### src/pcr_pkg.sv
// Contract
// - card-done sense skips when card done
// - select skips if ready, feeds, clears done
// - clear instruction clears card-done flag
// - read start raises ready; open command runs
// - read stop halts reading, motor keeps running
// - errors stop motor after current card cycle
// - two failed picks flag pick failure
// - columns 0 and 81 dark, else inhibit
// - three unstacked cards flag stacker failure
// - about 400 stacked cards flag stacker full
// - empty hopper raises hopper-empty indication
// - lost track sync flags sync failure
// - light check suppressed until count 84
// - motor start clears errors unless blocked
// - one select reads all columns from one
// - text mode decodes column to six bits
// - raw mode: row 12 bit 00, row 9 bit 11
// - hole or dark mark reads as one
// - column-waiting sense skips when data ready
// - text read ORs code, raw loads; both clear
// - not-ready ignores select, manual clear only
package pcr_pkg;
  localparam logic [11:0] OP_SENSE_CARD_FINISHED = 12'hDB9; // octal 6671
  localparam logic [11:0] OP_SELECT_READER = 12'hDBA; // octal 6672
  localparam logic [11:0] OP_CLEAR_CARD_FINISHED = 12'hDBC; // octal 6674
  localparam logic [11:0] OP_SENSE_COLUMN_WAITING = 12'hD99; // octal 6631
  localparam logic [11:0] OP_READ_TEXT = 12'hD9A; // octal 6632
  localparam logic [11:0] OP_READ_RAW = 12'hD9C; // octal 6634
  localparam logic [6:0] POS_DARK_LEAD = 7'h00; // hole position 0
  localparam logic [6:0] POS_FIRST_COL = 7'h01;
  localparam logic [6:0] POS_LAST_COL = 7'h50; // column 80
  localparam logic [6:0] POS_DARK_TRAIL = 7'h51; // hole position 81
  localparam logic [6:0] POS_LIGHT_END = 7'h54; // position 84
  localparam logic [1:0] PICK_TRIES = 2'h2;
  localparam logic [1:0] UNSTACKED_MAX = 2'h3;
  localparam logic [8:0] STACKER_FULL_COUNT = 9'h190; // 400 cards
  localparam int CLK_HZ = 25000000;
  localparam int PICK_TIMEOUT_US = 20000; // pick attempt window
  localparam int SYNC_TIMEOUT_US = 2000; // longest gap between sync pulses
  localparam int PICK_TIMEOUT_CYC = PICK_TIMEOUT_US * (CLK_HZ / 1000000);
  localparam int SYNC_TIMEOUT_CYC = SYNC_TIMEOUT_US * (CLK_HZ / 1000000);
  localparam logic [5:0] SIX_ZERO = 6'h00;
  typedef enum logic [1:0] {ERR_NONE, ERR_PENDING, ERR_STOPPED} pcr_err_t;
endpackage

### src/pcr_iot_if.sv
`timescale 1ns/100ps
// instruction strobe group between the io decoder and the reader core
interface pcr_iot_if;
  logic sense_card_finished;
  logic select_reader_skip_if_ready;
  logic clear_card_finished;
  logic sense_column_waiting;
  logic read_column_as_text_code;
  logic read_column_raw_bits;
  modport dec (output sense_card_finished, select_reader_skip_if_ready, clear_card_finished,
    sense_column_waiting, read_column_as_text_code, read_column_raw_bits);
  modport core (input sense_card_finished, select_reader_skip_if_ready, clear_card_finished,
    sense_column_waiting, read_column_as_text_code, read_column_raw_bits);
endinterface

### src/pcr_iot_decode.sv
`timescale 1ns/100ps
// decodes the io instruction word into one strobe per instruction
module pcr_iot_decode (
  input wire logic iot_valid,
  input wire logic [11:0] iot_code,
  pcr_iot_if.dec iot
);
  // each strobe is a plain compare against the full octal code
  assign iot.sense_card_finished = iot_valid && (iot_code == pcr_pkg::OP_SENSE_CARD_FINISHED);
  assign iot.select_reader_skip_if_ready = iot_valid && (iot_code == pcr_pkg::OP_SELECT_READER);
  assign iot.clear_card_finished = iot_valid && (iot_code == pcr_pkg::OP_CLEAR_CARD_FINISHED);
  assign iot.sense_column_waiting = iot_valid && (iot_code == pcr_pkg::OP_SENSE_COLUMN_WAITING);
  assign iot.read_column_as_text_code = iot_valid && (iot_code == pcr_pkg::OP_READ_TEXT);
  assign iot.read_column_raw_bits = iot_valid && (iot_code == pcr_pkg::OP_READ_RAW);
endmodule

### src/pcr_reader_ctrl.sv
`timescale 1ns/100ps
module pcr_reader_ctrl #(
  parameter int PICK_TIMEOUT_CYC = pcr_pkg::PICK_TIMEOUT_CYC,
  parameter int SYNC_TIMEOUT_CYC = pcr_pkg::SYNC_TIMEOUT_CYC
) (
  input wire logic ref_clk,
  input wire logic arst_n,
  input wire logic init,
  input wire logic iot_valid,
  input wire logic [11:0] iot_code,
  input wire logic [11:0] accumulator_in,
  output logic skip,
  output logic acc_load,
  output logic [11:0] accumulator_out,
  output logic column_waiting,
  output logic card_finished,
  output logic reader_not_ready,
  input wire logic motor_start_btn,
  input wire logic read_start_btn,
  input wire logic read_stop_btn,
  input wire logic read_command_n,
  input wire logic hopper_has_cards,
  input wire logic supply_ok,
  input wire logic track_sync,
  input wire logic card_at_station,
  input wire logic card_stacked,
  input wire logic [11:0] photocells_dark,
  input wire logic stacker_emptied,
  output logic motor_on,
  output logic pick_solenoid,
  output logic ready_line,
  output logic read_stop_lamp,
  output logic pick_fail,
  output logic dark_check,
  output logic stacker_fail,
  output logic hopper_empty,
  output logic stacker_full,
  output logic sync_fail,
  output logic light_check
);
  pcr_iot_if iot ();

  pcr_iot_decode u_dec (
    .iot_valid(iot_valid),
    .iot_code(iot_code),
    .iot(iot)
  );

  // hollerith zone/digit punches folded into a six-bit character code
  function automatic logic [5:0] hollerith6(input logic [11:0] col);
    logic [5:0] code;
    logic [3:0] digit;
    code = pcr_pkg::SIX_ZERO;
    digit = 4'h0;
    // col[0]=row12, col[1]=row11, col[2]=row0, col[3..11]=rows 1..9
    // row 8 is left out of the scan and adds eight afterwards, so 8 plus 3 gives eleven
    for (int i = 3; i < 12; i++) begin
      if (col[i] && i != 10) begin
        digit = 4'(i - 2);
      end
    end
    if (col[10]) begin
      digit = 4'(digit + 4'h8);
    end
    code[3:0] = digit;
    code[5:4] = {col[0] || col[1], col[0] || col[2]};
    return code;
  endfunction

  logic [11:0] col_bits;
  logic [6:0] pos_reg;
  logic in_card_reg;
  logic [11:0] col_data_reg;
  logic data_ready_reg;
  logic card_done_reg;
  logic ready_reg;
  logic motor_reg;
  logic pick_reg;
  logic [1:0] pick_tries_reg;
  logic [31:0] pick_timer_reg;
  logic [31:0] sync_timer_reg;
  logic [1:0] unstacked_reg;
  logic [8:0] stacked_reg;
  logic sync_prev_reg;
  logic station_prev_reg;
  logic inhibit_reg;
  logic pick_fail_reg;
  logic dark_reg;
  logic stack_fail_reg;
  logic full_reg;
  logic sync_fail_reg;
  logic light_reg;
  logic any_error;
  logic blocked;
  logic sync_edge;
  logic not_ready;
  pcr_pkg::pcr_err_t err_state;

  // sensors deliver dark as one, so a hole or a dark mark reads as one
  assign col_bits = photocells_dark;
  assign sync_edge = track_sync && !sync_prev_reg;
  assign any_error = pick_fail_reg || dark_reg || stack_fail_reg || full_reg || sync_fail_reg ||
    light_reg || !hopper_has_cards;
  assign blocked = !hopper_has_cards || full_reg || !supply_ok ||
    (|(~photocells_dark) == 1'b0 && !in_card_reg);
  assign not_ready = !ready_reg || !motor_reg || any_error;

  // edge registers for sync pulses and station arrival
  always_ff @(posedge ref_clk or negedge arst_n) begin
    if (!arst_n) begin
      sync_prev_reg <= 1'b0;
      station_prev_reg <= 1'b0;
    end else begin
      sync_prev_reg <= track_sync;
      station_prev_reg <= card_at_station;
    end
  end

  // motor: start clears errors; any error stops it only once no card is in flight
  always_ff @(posedge ref_clk or negedge arst_n) begin
    if (!arst_n) begin
      motor_reg <= 1'b0;
      err_state <= pcr_pkg::ERR_NONE;
    end else begin
      unique case (err_state)
        pcr_pkg::ERR_NONE: begin
          if (any_error && motor_reg) begin
            err_state <= pcr_pkg::ERR_PENDING;
          end else if (motor_start_btn && !blocked) begin
            motor_reg <= 1'b1;
          end
        end
        pcr_pkg::ERR_PENDING: begin
          if (!in_card_reg && !pick_reg) begin
            motor_reg <= 1'b0;
            err_state <= pcr_pkg::ERR_STOPPED;
          end
        end
        pcr_pkg::ERR_STOPPED: begin
          if (motor_start_btn && !blocked) begin
            err_state <= pcr_pkg::ERR_NONE;
          end
        end
      endcase
    end
  end

  // ready line: read start raises it, read stop drops it but leaves the motor turning
  always_ff @(posedge ref_clk or negedge arst_n) begin
    if (!arst_n) begin
      ready_reg <= 1'b0;
    end else if (read_stop_btn || !motor_reg) begin
      ready_reg <= 1'b0;
    end else if (read_start_btn) begin
      ready_reg <= 1'b1;
    end
  end

  // pick: select or free-running command feeds; two silent attempts is a pick failure
  always_ff @(posedge ref_clk or negedge arst_n) begin
    if (!arst_n) begin
      pick_reg <= 1'b0;
      pick_tries_reg <= 2'h0;
      pick_timer_reg <= 32'h0;
    end else if (pick_reg) begin
      if (card_at_station) begin
        pick_reg <= 1'b0;
        pick_tries_reg <= 2'h0;
      end else if (pick_timer_reg == 32'(PICK_TIMEOUT_CYC - 1)) begin
        pick_timer_reg <= 32'h0;
        pick_tries_reg <= pick_tries_reg + 2'h1;
        if (pick_tries_reg + 2'h1 == pcr_pkg::PICK_TRIES) begin
          pick_reg <= 1'b0;
        end
      end else begin
        pick_timer_reg <= pick_timer_reg + 32'h1;
      end
    end else if (!not_ready && !in_card_reg &&
        ((iot.select_reader_skip_if_ready) || read_command_n)) begin
      pick_reg <= 1'b1;
      pick_timer_reg <= 32'h0;
      pick_tries_reg <= 2'h0;
    end
  end

  // column position counter driven by track sync pulses from station arrival until count 84
  always_ff @(posedge ref_clk or negedge arst_n) begin
    if (!arst_n) begin
      pos_reg <= pcr_pkg::POS_DARK_LEAD;
      in_card_reg <= 1'b0;
    end else if (card_at_station && !station_prev_reg) begin
      in_card_reg <= 1'b1;
      pos_reg <= pcr_pkg::POS_DARK_LEAD;
    end else if (in_card_reg && sync_edge) begin
      if (pos_reg == pcr_pkg::POS_LIGHT_END) begin
        in_card_reg <= 1'b0;
      end else begin
        pos_reg <= pos_reg + 7'h01;
      end
    end
  end

  // column capture; a dark-check failure inhibits data for the rest of the card
  always_ff @(posedge ref_clk or negedge arst_n) begin
    if (!arst_n) begin
      col_data_reg <= 12'h000;
      data_ready_reg <= 1'b0;
      inhibit_reg <= 1'b0;
    end else begin
      if (card_at_station && !station_prev_reg) begin
        inhibit_reg <= 1'b0;
      end else if (dark_reg) begin
        inhibit_reg <= 1'b1;
      end
      // a new column beats a read in the same cycle, so the event is never lost
      if (init) begin
        data_ready_reg <= 1'b0;
      end else if (in_card_reg && sync_edge && !inhibit_reg && !dark_reg &&
          pos_reg >= pcr_pkg::POS_FIRST_COL && pos_reg <= pcr_pkg::POS_LAST_COL) begin
        col_data_reg <= col_bits;
        data_ready_reg <= 1'b1;
      end else if (iot.read_column_as_text_code || iot.read_column_raw_bits) begin
        data_ready_reg <= 1'b0;
      end
    end
  end

  // card done: set when the card leaves; set wins over a clear in the same cycle
  always_ff @(posedge ref_clk or negedge arst_n) begin
    if (!arst_n) begin
      card_done_reg <= 1'b0;
    end else if (init) begin
      card_done_reg <= 1'b0;
    end else if (in_card_reg && sync_edge && pos_reg == pcr_pkg::POS_LIGHT_END) begin
      card_done_reg <= 1'b1;
    end else if (iot.clear_card_finished || (iot.select_reader_skip_if_ready && !not_ready)) begin
      card_done_reg <= 1'b0;
    end
  end

  // sticky error checks; motor start clears them when nothing blocks it
  always_ff @(posedge ref_clk or negedge arst_n) begin
    if (!arst_n) begin
      pick_fail_reg <= 1'b0;
      dark_reg <= 1'b0;
      stack_fail_reg <= 1'b0;
      sync_fail_reg <= 1'b0;
      light_reg <= 1'b0;
    end else begin
      // a check that fires in the same cycle as a start survives the clear
      if (motor_start_btn && !blocked) begin
        pick_fail_reg <= 1'b0;
        dark_reg <= 1'b0;
        stack_fail_reg <= 1'b0;
        sync_fail_reg <= 1'b0;
        light_reg <= 1'b0;
      end
      if (pick_reg && !card_at_station && pick_timer_reg == 32'(PICK_TIMEOUT_CYC - 1) &&
          pick_tries_reg + 2'h1 == pcr_pkg::PICK_TRIES) begin
        pick_fail_reg <= 1'b1;
      end
      if (in_card_reg && sync_edge && (pos_reg == pcr_pkg::POS_DARK_LEAD ||
          pos_reg == pcr_pkg::POS_DARK_TRAIL) && photocells_dark != 12'hFFF) begin
        dark_reg <= 1'b1;
      end
      if (unstacked_reg == pcr_pkg::UNSTACKED_MAX) begin
        stack_fail_reg <= 1'b1;
      end
      if (motor_reg && sync_timer_reg == 32'(SYNC_TIMEOUT_CYC - 1)) begin
        sync_fail_reg <= 1'b1;
      end
      // outside a card the cells must be lit; suppressed from arrival to count 84
      if (in_card_reg && sync_edge && pos_reg == pcr_pkg::POS_LIGHT_END && card_at_station) begin
        light_reg <= 1'b1;
      end
    end
  end

  // sync watchdog: restarts on every sync pulse, only meaningful while motor turns
  always_ff @(posedge ref_clk or negedge arst_n) begin
    if (!arst_n) begin
      sync_timer_reg <= 32'h0;
    end else if (sync_edge || !motor_reg) begin
      sync_timer_reg <= 32'h0;
    end else if (sync_timer_reg != 32'(SYNC_TIMEOUT_CYC - 1)) begin
      sync_timer_reg <= sync_timer_reg + 32'h1;
    end
  end

  // track and stacker occupancy counts
  always_ff @(posedge ref_clk or negedge arst_n) begin
    if (!arst_n) begin
      unstacked_reg <= 2'h0;
      stacked_reg <= 9'h000;
      full_reg <= 1'b0;
    end else begin
      if (card_stacked) begin
        unstacked_reg <= 2'h0;
      end else if (in_card_reg && sync_edge && pos_reg == pcr_pkg::POS_LIGHT_END &&
          unstacked_reg != pcr_pkg::UNSTACKED_MAX) begin
        unstacked_reg <= unstacked_reg + 2'h1;
      end
      if (stacker_emptied) begin
        stacked_reg <= 9'h000;
      end else if (card_stacked && stacked_reg != pcr_pkg::STACKER_FULL_COUNT) begin
        stacked_reg <= stacked_reg + 9'h001;
      end
      full_reg <= (stacked_reg >= pcr_pkg::STACKER_FULL_COUNT);
    end
  end

  // processor-side answers: skip pulse and accumulator load, one cycle after the strobe
  always_ff @(posedge ref_clk or negedge arst_n) begin
    if (!arst_n) begin
      skip <= 1'b0;
      acc_load <= 1'b0;
      accumulator_out <= 12'h000;
    end else begin
      skip <= (iot.sense_card_finished && card_done_reg) ||
        (iot.select_reader_skip_if_ready && !not_ready) ||
        (iot.sense_column_waiting && data_ready_reg);
      acc_load <= iot.read_column_as_text_code || iot.read_column_raw_bits;
      if (iot.read_column_as_text_code) begin
        accumulator_out <= {accumulator_in[11:6], accumulator_in[5:0] | hollerith6(col_data_reg)};
      end else if (iot.read_column_raw_bits) begin
        accumulator_out <= {<<{col_data_reg}};
      end
    end
  end

  // status outputs, all registered
  always_ff @(posedge ref_clk or negedge arst_n) begin
    if (!arst_n) begin
      column_waiting <= 1'b0;
      card_finished <= 1'b0;
      reader_not_ready <= 1'b1;
      motor_on <= 1'b0;
      pick_solenoid <= 1'b0;
      ready_line <= 1'b0;
      read_stop_lamp <= 1'b1;
      pick_fail <= 1'b0;
      dark_check <= 1'b0;
      stacker_fail <= 1'b0;
      hopper_empty <= 1'b0;
      stacker_full <= 1'b0;
      sync_fail <= 1'b0;
      light_check <= 1'b0;
    end else begin
      column_waiting <= data_ready_reg;
      card_finished <= card_done_reg;
      reader_not_ready <= not_ready;
      motor_on <= motor_reg;
      pick_solenoid <= pick_reg;
      ready_line <= ready_reg;
      read_stop_lamp <= !ready_reg || !motor_reg;
      pick_fail <= pick_fail_reg;
      dark_check <= dark_reg;
      stacker_fail <= stack_fail_reg;
      hopper_empty <= !hopper_has_cards;
      stacker_full <= full_reg;
      sync_fail <= sync_fail_reg;
      light_check <= light_reg;
    end
  end
endmodule

### config.mk
export PLATFORM = sky130hd
export DESIGN_NAME = pcr_reader_ctrl
export DESIGN_NICKNAME = d
export VERILOG_FILES = /design/src/pcr_pkg.sv /design/src/pcr_iot_if.sv /design/src/pcr_iot_decode.sv /design/src/pcr_reader_ctrl.sv
export SDC_FILE = /design/constraint.sdc
export NUM_CORES = 1
export LEC_CHECK = 0
export BUFFER_PORTS_ARGS = -buffer_cell sky130_fd_sc_hd__clkbuf_2
export CORE_MARGIN = 1.5
export CORE_UTILIZATION = 45
export DETAILED_ROUTE_END_ITERATION = 8
export PLACE_DENSITY_LB_ADDON = 0.15
export SLEW_MARGIN = 20
export SYNTH_ARGS = -nofsm -noshare
export SYNTH_HDL_FRONTEND = slang
export SYNTH_HIERARCHICAL = 1
export SYNTH_SLANG_ARGS = --single-unit
### constraint.sdc
create_clock -name ref_clk -period 2.7 [get_ports ref_clk]
set_clock_uncertainty 0.15 [all_clocks]
set_input_delay 0.405 -clock ref_clk [delete_from_list [all_inputs] [get_ports ref_clk]]
set_output_delay 0.405 -clock ref_clk [all_outputs]
set_load 0.03 [all_outputs]
Yosys cells after proc, flatten, opt, wreduce, memory -nomap -nowiden
Index checks and enable logic that the tools add are counted.
{"block": "totals", "wordCells": 235, "register_bits": 141, "output_inout_bits": 28, "in_bits": 50}
{"block": "op_classes", "n_addsub": 7, "bitwise": 4, "order_cmp": 3, "n_mux": 62, "n_reduce_logical": 93, "n_eq_ne": 26}
{"cell": "32-bit 2-to-1 mux", "n": 6}
{"cell": "12-bit == test, second input constant", "n": 6}
{"cell": "32-bit by 1-bit adder with 32-bit output, second input constant", "n": 2}
{"cell": "32-bit by 16-bit == test with 1-bit output, second input constant", "n": 1}
{"cell": "32-bit by 19-bit == test with 1-bit output, second input constant", "n": 1}
{"cell": "1-bit logical AND", "n": 32}
{"cell": "32-bit by 16-bit inequality test with 1-bit output, second input constant", "n": 1}
{"cell": "2-bit nonzero test", "n": 15}
{"cell": "1-bit 2-to-1 mux", "n": 28}
{"cell": "12-bit 2-to-1 mux", "n": 2}
{"cell": "2-bit 2-to-1 mux", "n": 11}
{"cell": "1-bit logical OR", "n": 21}
{"cell": "7-bit 2-to-1 mux", "n": 3}
{"cell": "9-bit 2-to-1 mux", "n": 2}
{"cell": "4-bit 2-to-1 mux", "n": 4}
{"cell": "2-bit inequality test, second input constant", "n": 8}
{"cell": "7-bit == test, second input constant", "n": 2}
{"cell": "1-bit logical NOT", "n": 13}
{"cell": "3-bit 2-to-1 mux", "n": 4}
{"cell": "12-bit inequality test, second input constant", "n": 1}
{"cell": "12-bit NOT", "n": 1}
{"cell": "12-bit OR reduction", "n": 1}
{"cell": "2-bit AND reduction", "n": 5}
{"cell": "9-bit by 1-bit adder with 9-bit output, second input constant", "n": 1}
{"cell": "other kinds (19)", "n": 24}

Depth between registers and ports, before layout
{"block": "depth", "depth_word": 14, "ltp_mapped": 8, "mapped_depth_nobuf": 7}

Cells and area by module
The synthesis kept the hierarchy.
{"mod": "pcr_reader_ctrl", "cells_per_inst": 701, "n_inst": 1, "area_each_um2": 7033.0, "seq_area_each_um2": 3530.9}
{"mod": "pcr_iot_decode", "cells_per_inst": 12, "n_inst": 1, "area_each_um2": 103.8, "seq_area_each_um2": 0.0}

Worst setup path after synthesis
Ideal clock, no wire load.
{"block": "synth_timing", "kind": "register to register", "from": "register pos_reg[0]", "to": "register col_data_reg[0]", "required_time_ns": 2.425, "arrival_ns": 2.052, "path_stages_with_launch": 9, "path_slack_ns": 0.373, "setup_time_ns": 0.125, "path_cell_list": "dfrtp_1 > inv_1 > ha_1 > inv_1 > o31ai_1 > a21oi_1 > nor4_1 > buf_2 > mux2_2"}
{"block": "synth_via", "elab_chain_cells": 4, "word_cells_on_any_way": 5}
{"element": "from (decl)", "line_no": "pcr_reader_ctrl.sv:71", "rtl": "logic [6:0] pos_reg;"}
{"element": "from (signal assigned)", "line_no": "pcr_reader_ctrl.sv:189", "rtl": "pos_reg <= pcr_pkg::POS_DARK_LEAD;"}
{"element": "from (signal assigned)", "line_no": "pcr_reader_ctrl.sv:193", "rtl": "pos_reg <= pcr_pkg::POS_DARK_LEAD;"}
{"element": "from (signal assigned)", "line_no": "pcr_reader_ctrl.sv:198", "rtl": "pos_reg <= pos_reg + 7'h01;"}
{"element": "7-bit by 1-bit greater-or-equal comparator with 1-bit output", "line_no": "pcr_reader_ctrl.sv:219", "rtl": "pos_reg >= pcr_pkg::POS_FIRST_COL && pos_reg <= pcr_pkg::POS_LAST_COL) begin"}
{"element": "1-bit logical AND", "line_no": "pcr_reader_ctrl.sv:218", "rtl": "end else if (in_card_reg && sync_edge && !inhibit_reg && !dark_reg &&"}
{"element": "1-bit logical AND *", "line_no": "pcr_reader_ctrl.sv:219"}
{"element": "2-bit AND reduction (no source line) *"}
{"element": "to (signal assigned)", "line_no": "pcr_reader_ctrl.sv:220", "rtl": "col_data_reg <= col_bits;"}
{"element": "to (decl)", "line_no": "pcr_reader_ctrl.sv:73", "rtl": "logic [11:0] col_data_reg;"}
Every way passes the cells marked *; elsewhere a longest branch is shown, timed or not.
A chain may end at the register's enable or synchronous reset.

Worst setup path after layout
{"block": "layout_timing", "from": "input port card_at_station", "to": "register pick_timer_reg[31]"}
{"block": "layout_via", "elab_chain_cells": 2}
{"element": "from (decl)", "line_no": "pcr_reader_ctrl.sv:25", "rtl": "input wire logic card_at_station,"}
{"element": "2-bit inequality test (no source line)"}
{"element": "2-bit AND reduction (no source line)"}
{"element": "to (signal assigned)", "line_no": "pcr_reader_ctrl.sv:176", "rtl": "pick_timer_reg <= pick_timer_reg + 32'h1;"}
{"element": "to (decl)", "line_no": "pcr_reader_ctrl.sv:80", "rtl": "logic [31:0] pick_timer_reg;"}
No other way between the ends.

==> results.md <==
- Count leader, synth: dfrtp_1
- Mapped Cells: 713
- Drt first pass iters: 5
- Setup WS post-layout: 354 ps
- Worst setup SP type: input pin
- Final period util: 0.869
- Remaining antenna violation count: 0
- PortBufs: 77
- # setup viols final: 0
- Core footprint: 15400 um2
- Reg2Reg Setup Slack: 380 ps
- Setup TNS: 0 ps
- Hold Vio Cnt, Final: 0
- CP max stage delay: 530 ps
- Post-Syn Nets: 776
- Max-cap violations: 0
- GR Util All Layers: 0.205
- Clk sink count: 141
- Routability Congestion: 0.814
- Min-delay src: accumulator_in[10]
- Slew HR: 0.511
- CP arrival: 2550 ps
- Worst path required time: 2900 ps
- Ys Warns: 6
- Vias in the first global route: 5531
- Top cells by count, synth: dfrtp_1 (139), nor2_1 (71), nand2_1 (55)
- Syn avg cell area: 10.0 um2
- Num CTS Buffers: 17
- Max clock buf depth: 2
- ANT cells: 0
- Post-route DRC: 0
- Worst reg2reg startpoint: pick_timer_reg[26]
- Number of DRC markers in iteration 0: 399
- Tightest Hold Check Type: input pin to flop
- Crit path capture: pick_timer_reg[31]
- Final wirelength: 16100 um
- Tot Pwr: 5.39 mW
- Top cell family by delay on the critical path: simple AND/OR/NAND/NOR gates
- P_leak: 3.70 nW
- Die height: 129 um
- Layout cells sized above 1: 0.202
- Largest net degree at the start of global routing: 59
- Synth Flop Type: dfrtp_1
- Via Count: 5683
- Synth top area cells: dfrtp_1 (49%), nor2_1 (3.7%), xnor2_1 (3.7%)
- Reg2reg path depth: 6
- Area Overhead vs Synth: 19.4%
- Crit path cell chain: dlygate4sd3_1 > clkbuf_2 > nor2b_1 > o41ai_4 > buf_4 > or4_1 > nand3_1
- Post-CTS Resized: 0
- Peak supply drop: 0.493 mV
- Crit Path Max Fanout: 9
- Root cell of the clock tree: clkbuf_16
- Detailed placement HPWL: 11200 um
- Wire per inst: 15.6 um
- # IOs: 78
- Distinct cells, synth: 67
- Cell Pwr Density: 633 nW/um2
- WP buf/inv: 3
- Worst-margin pin slew: 724 ps
- Final slew viol count: 0
- Synth area leader: dfrtp_1
- EDFF count, synth: 0
- Skew-Pair Late Insertion Delay: 420 ps
- TritonCTS clock tree: built
- Gr ovfl total: 0
- Starting Density: 0.464
- CP Capture Type: flop
- Synth top area share: 0.487
- Initial antenna violation count: 0
- First-pass GRT wire length: 26800 um
- Die area: 16600 um2
- Number of cells on the critical path: 7
- Layout Nets: 871
- Minimum clock period: 2350 ps
- Number of H-tree levels: 4
- RR Endpoint: pick_timer_reg[21]
- Seq cells post-synth: 141
- Die W: 129 um
- Status: completed
- Slowest stage cell, crit path: dlygate4sd3_1
- Placement Setup Slack: 348 ps
- Post-synth ARST share: 1.00
- Crit path launch: card_at_station
- Number of vias per cell: 5.51
- Fmax achieved: 426 MHz
- CP Class: input pin to flop
- Reg clk slew, reported paths: 60 ps
- Synth Cell Area: 7140 um2
- Row cnt: 45
- Sequential area share after synthesis: 0.495
- RSZ-0062 raised after global routing: no
==> worst reg2reg max path: stages, from the launching register on <==
cell and delay, ps:
dfrtp_1 440, nor4_2 380, nand4_2 190, o41a_1 480, buf_4 250, a41oi_1 250, a31oi_1 60
==> what timing repair did <==
action / in CTS / in global routing
hold endpoints to repair: 58 / 0
buffers inserted: 0 / 0
hold buffers: 5 / 0
==> power breakdown <==
group	switching (mW)	total [mW]	internal, mW	leakage, nW
clock	0.898	2.40	1.50	0.290
sequential	0.138	2.38	2.25	1.88
combinational	0.334	0.606	0.272	1.53
total	1.37	5.39	4.02	3.70
==> worst min path at each step <==
stage	endpoint	slack [ps]	cells past startpoint
6_report	accumulator_out[10]	40	3
5_1_grt	accumulator_out[10]	30	3
4_1_cts	accumulator_out[10]	20	3
3_5_place_dp	stacker_full	220	0
3_3_place_gp	stacker_full	220	0
2_1_floorplan	acc_load	-40	0
==> metrics by stage <==
| stage | hold slack [ps] | std cells | util | area [um2] |
|---|---|---|---|---|
| after floorplan | -40.6 | 713 | - | 7140 |
| after global placement | 221 | 995 | 0.512 | 7870 |
| after detailed placement | 218 | 995 | 0.512 | 7870 |
| after CTS | 23.8 | 1032 | 0.554 | 8520 |
| after global routing | 31.7 | 1032 | 0.554 | 8520 |
| final | 39.7 | 1032 | 0.554 | 8520 |
==> layout by cell type, fill, tap and decap left out, drive strengths merged, types with 6 or more instances in the layout <==
cell / n
a31oi: 27
and4: 6
inv: 31
nand4: 26
nor4: 28
mux2: 13
mux2i: 14
a21oi: 33
o21ai: 39
xnor2: 30
clkbuf: 98
nand3: 23
dfrtp: 139
nand2: 55
nor2: 71
or3: 13
a21o: 6
and3: 9
nor3: 17
a41oi: 6
buf: 26
xor2: 13
ha: 13
==> layer usage <==
layer | vias to the layer above | track usage | routed length, um
met2 | 114 | 0.329 | 7790
met4 | 0 | 0.0595 | 184
met1 | 2771 | 0.276 | 7510
met5 | - | 0 | 0
met3 | 15 | 0.0499 | 650
li1 | 2783 | - | -
==> logic make-up (layout without fill, tap and decap cells) <==
logic type               count (synthesis)  count (layout)  share of synthesized area
AO/OA/AOI/OAI                          139             139                      0.127
AND/OR/NAND/NOR                        288             288                      0.224
XOR/XNOR                                43              43                     0.0528
adder cells (fa/ha/maj)                 13              13                     0.0228
flip-flops                             141             141                      0.495
multiplexers                            27              27                     0.0401
buffers and inverters                   62             170                     0.0386
==> final cells by class <==
cell class / count / area, um2
clock buffer: 22 / 464
tap: 211 / 264
sequential: 141 / 3530
inverter: 31 / 116
multi-input combinational: 510 / 3350
timing repair buffer: 107 / 654
clock inverter: 10 / 141
fill: 1361 / 6850
Power figures use the tool's default switching activity.
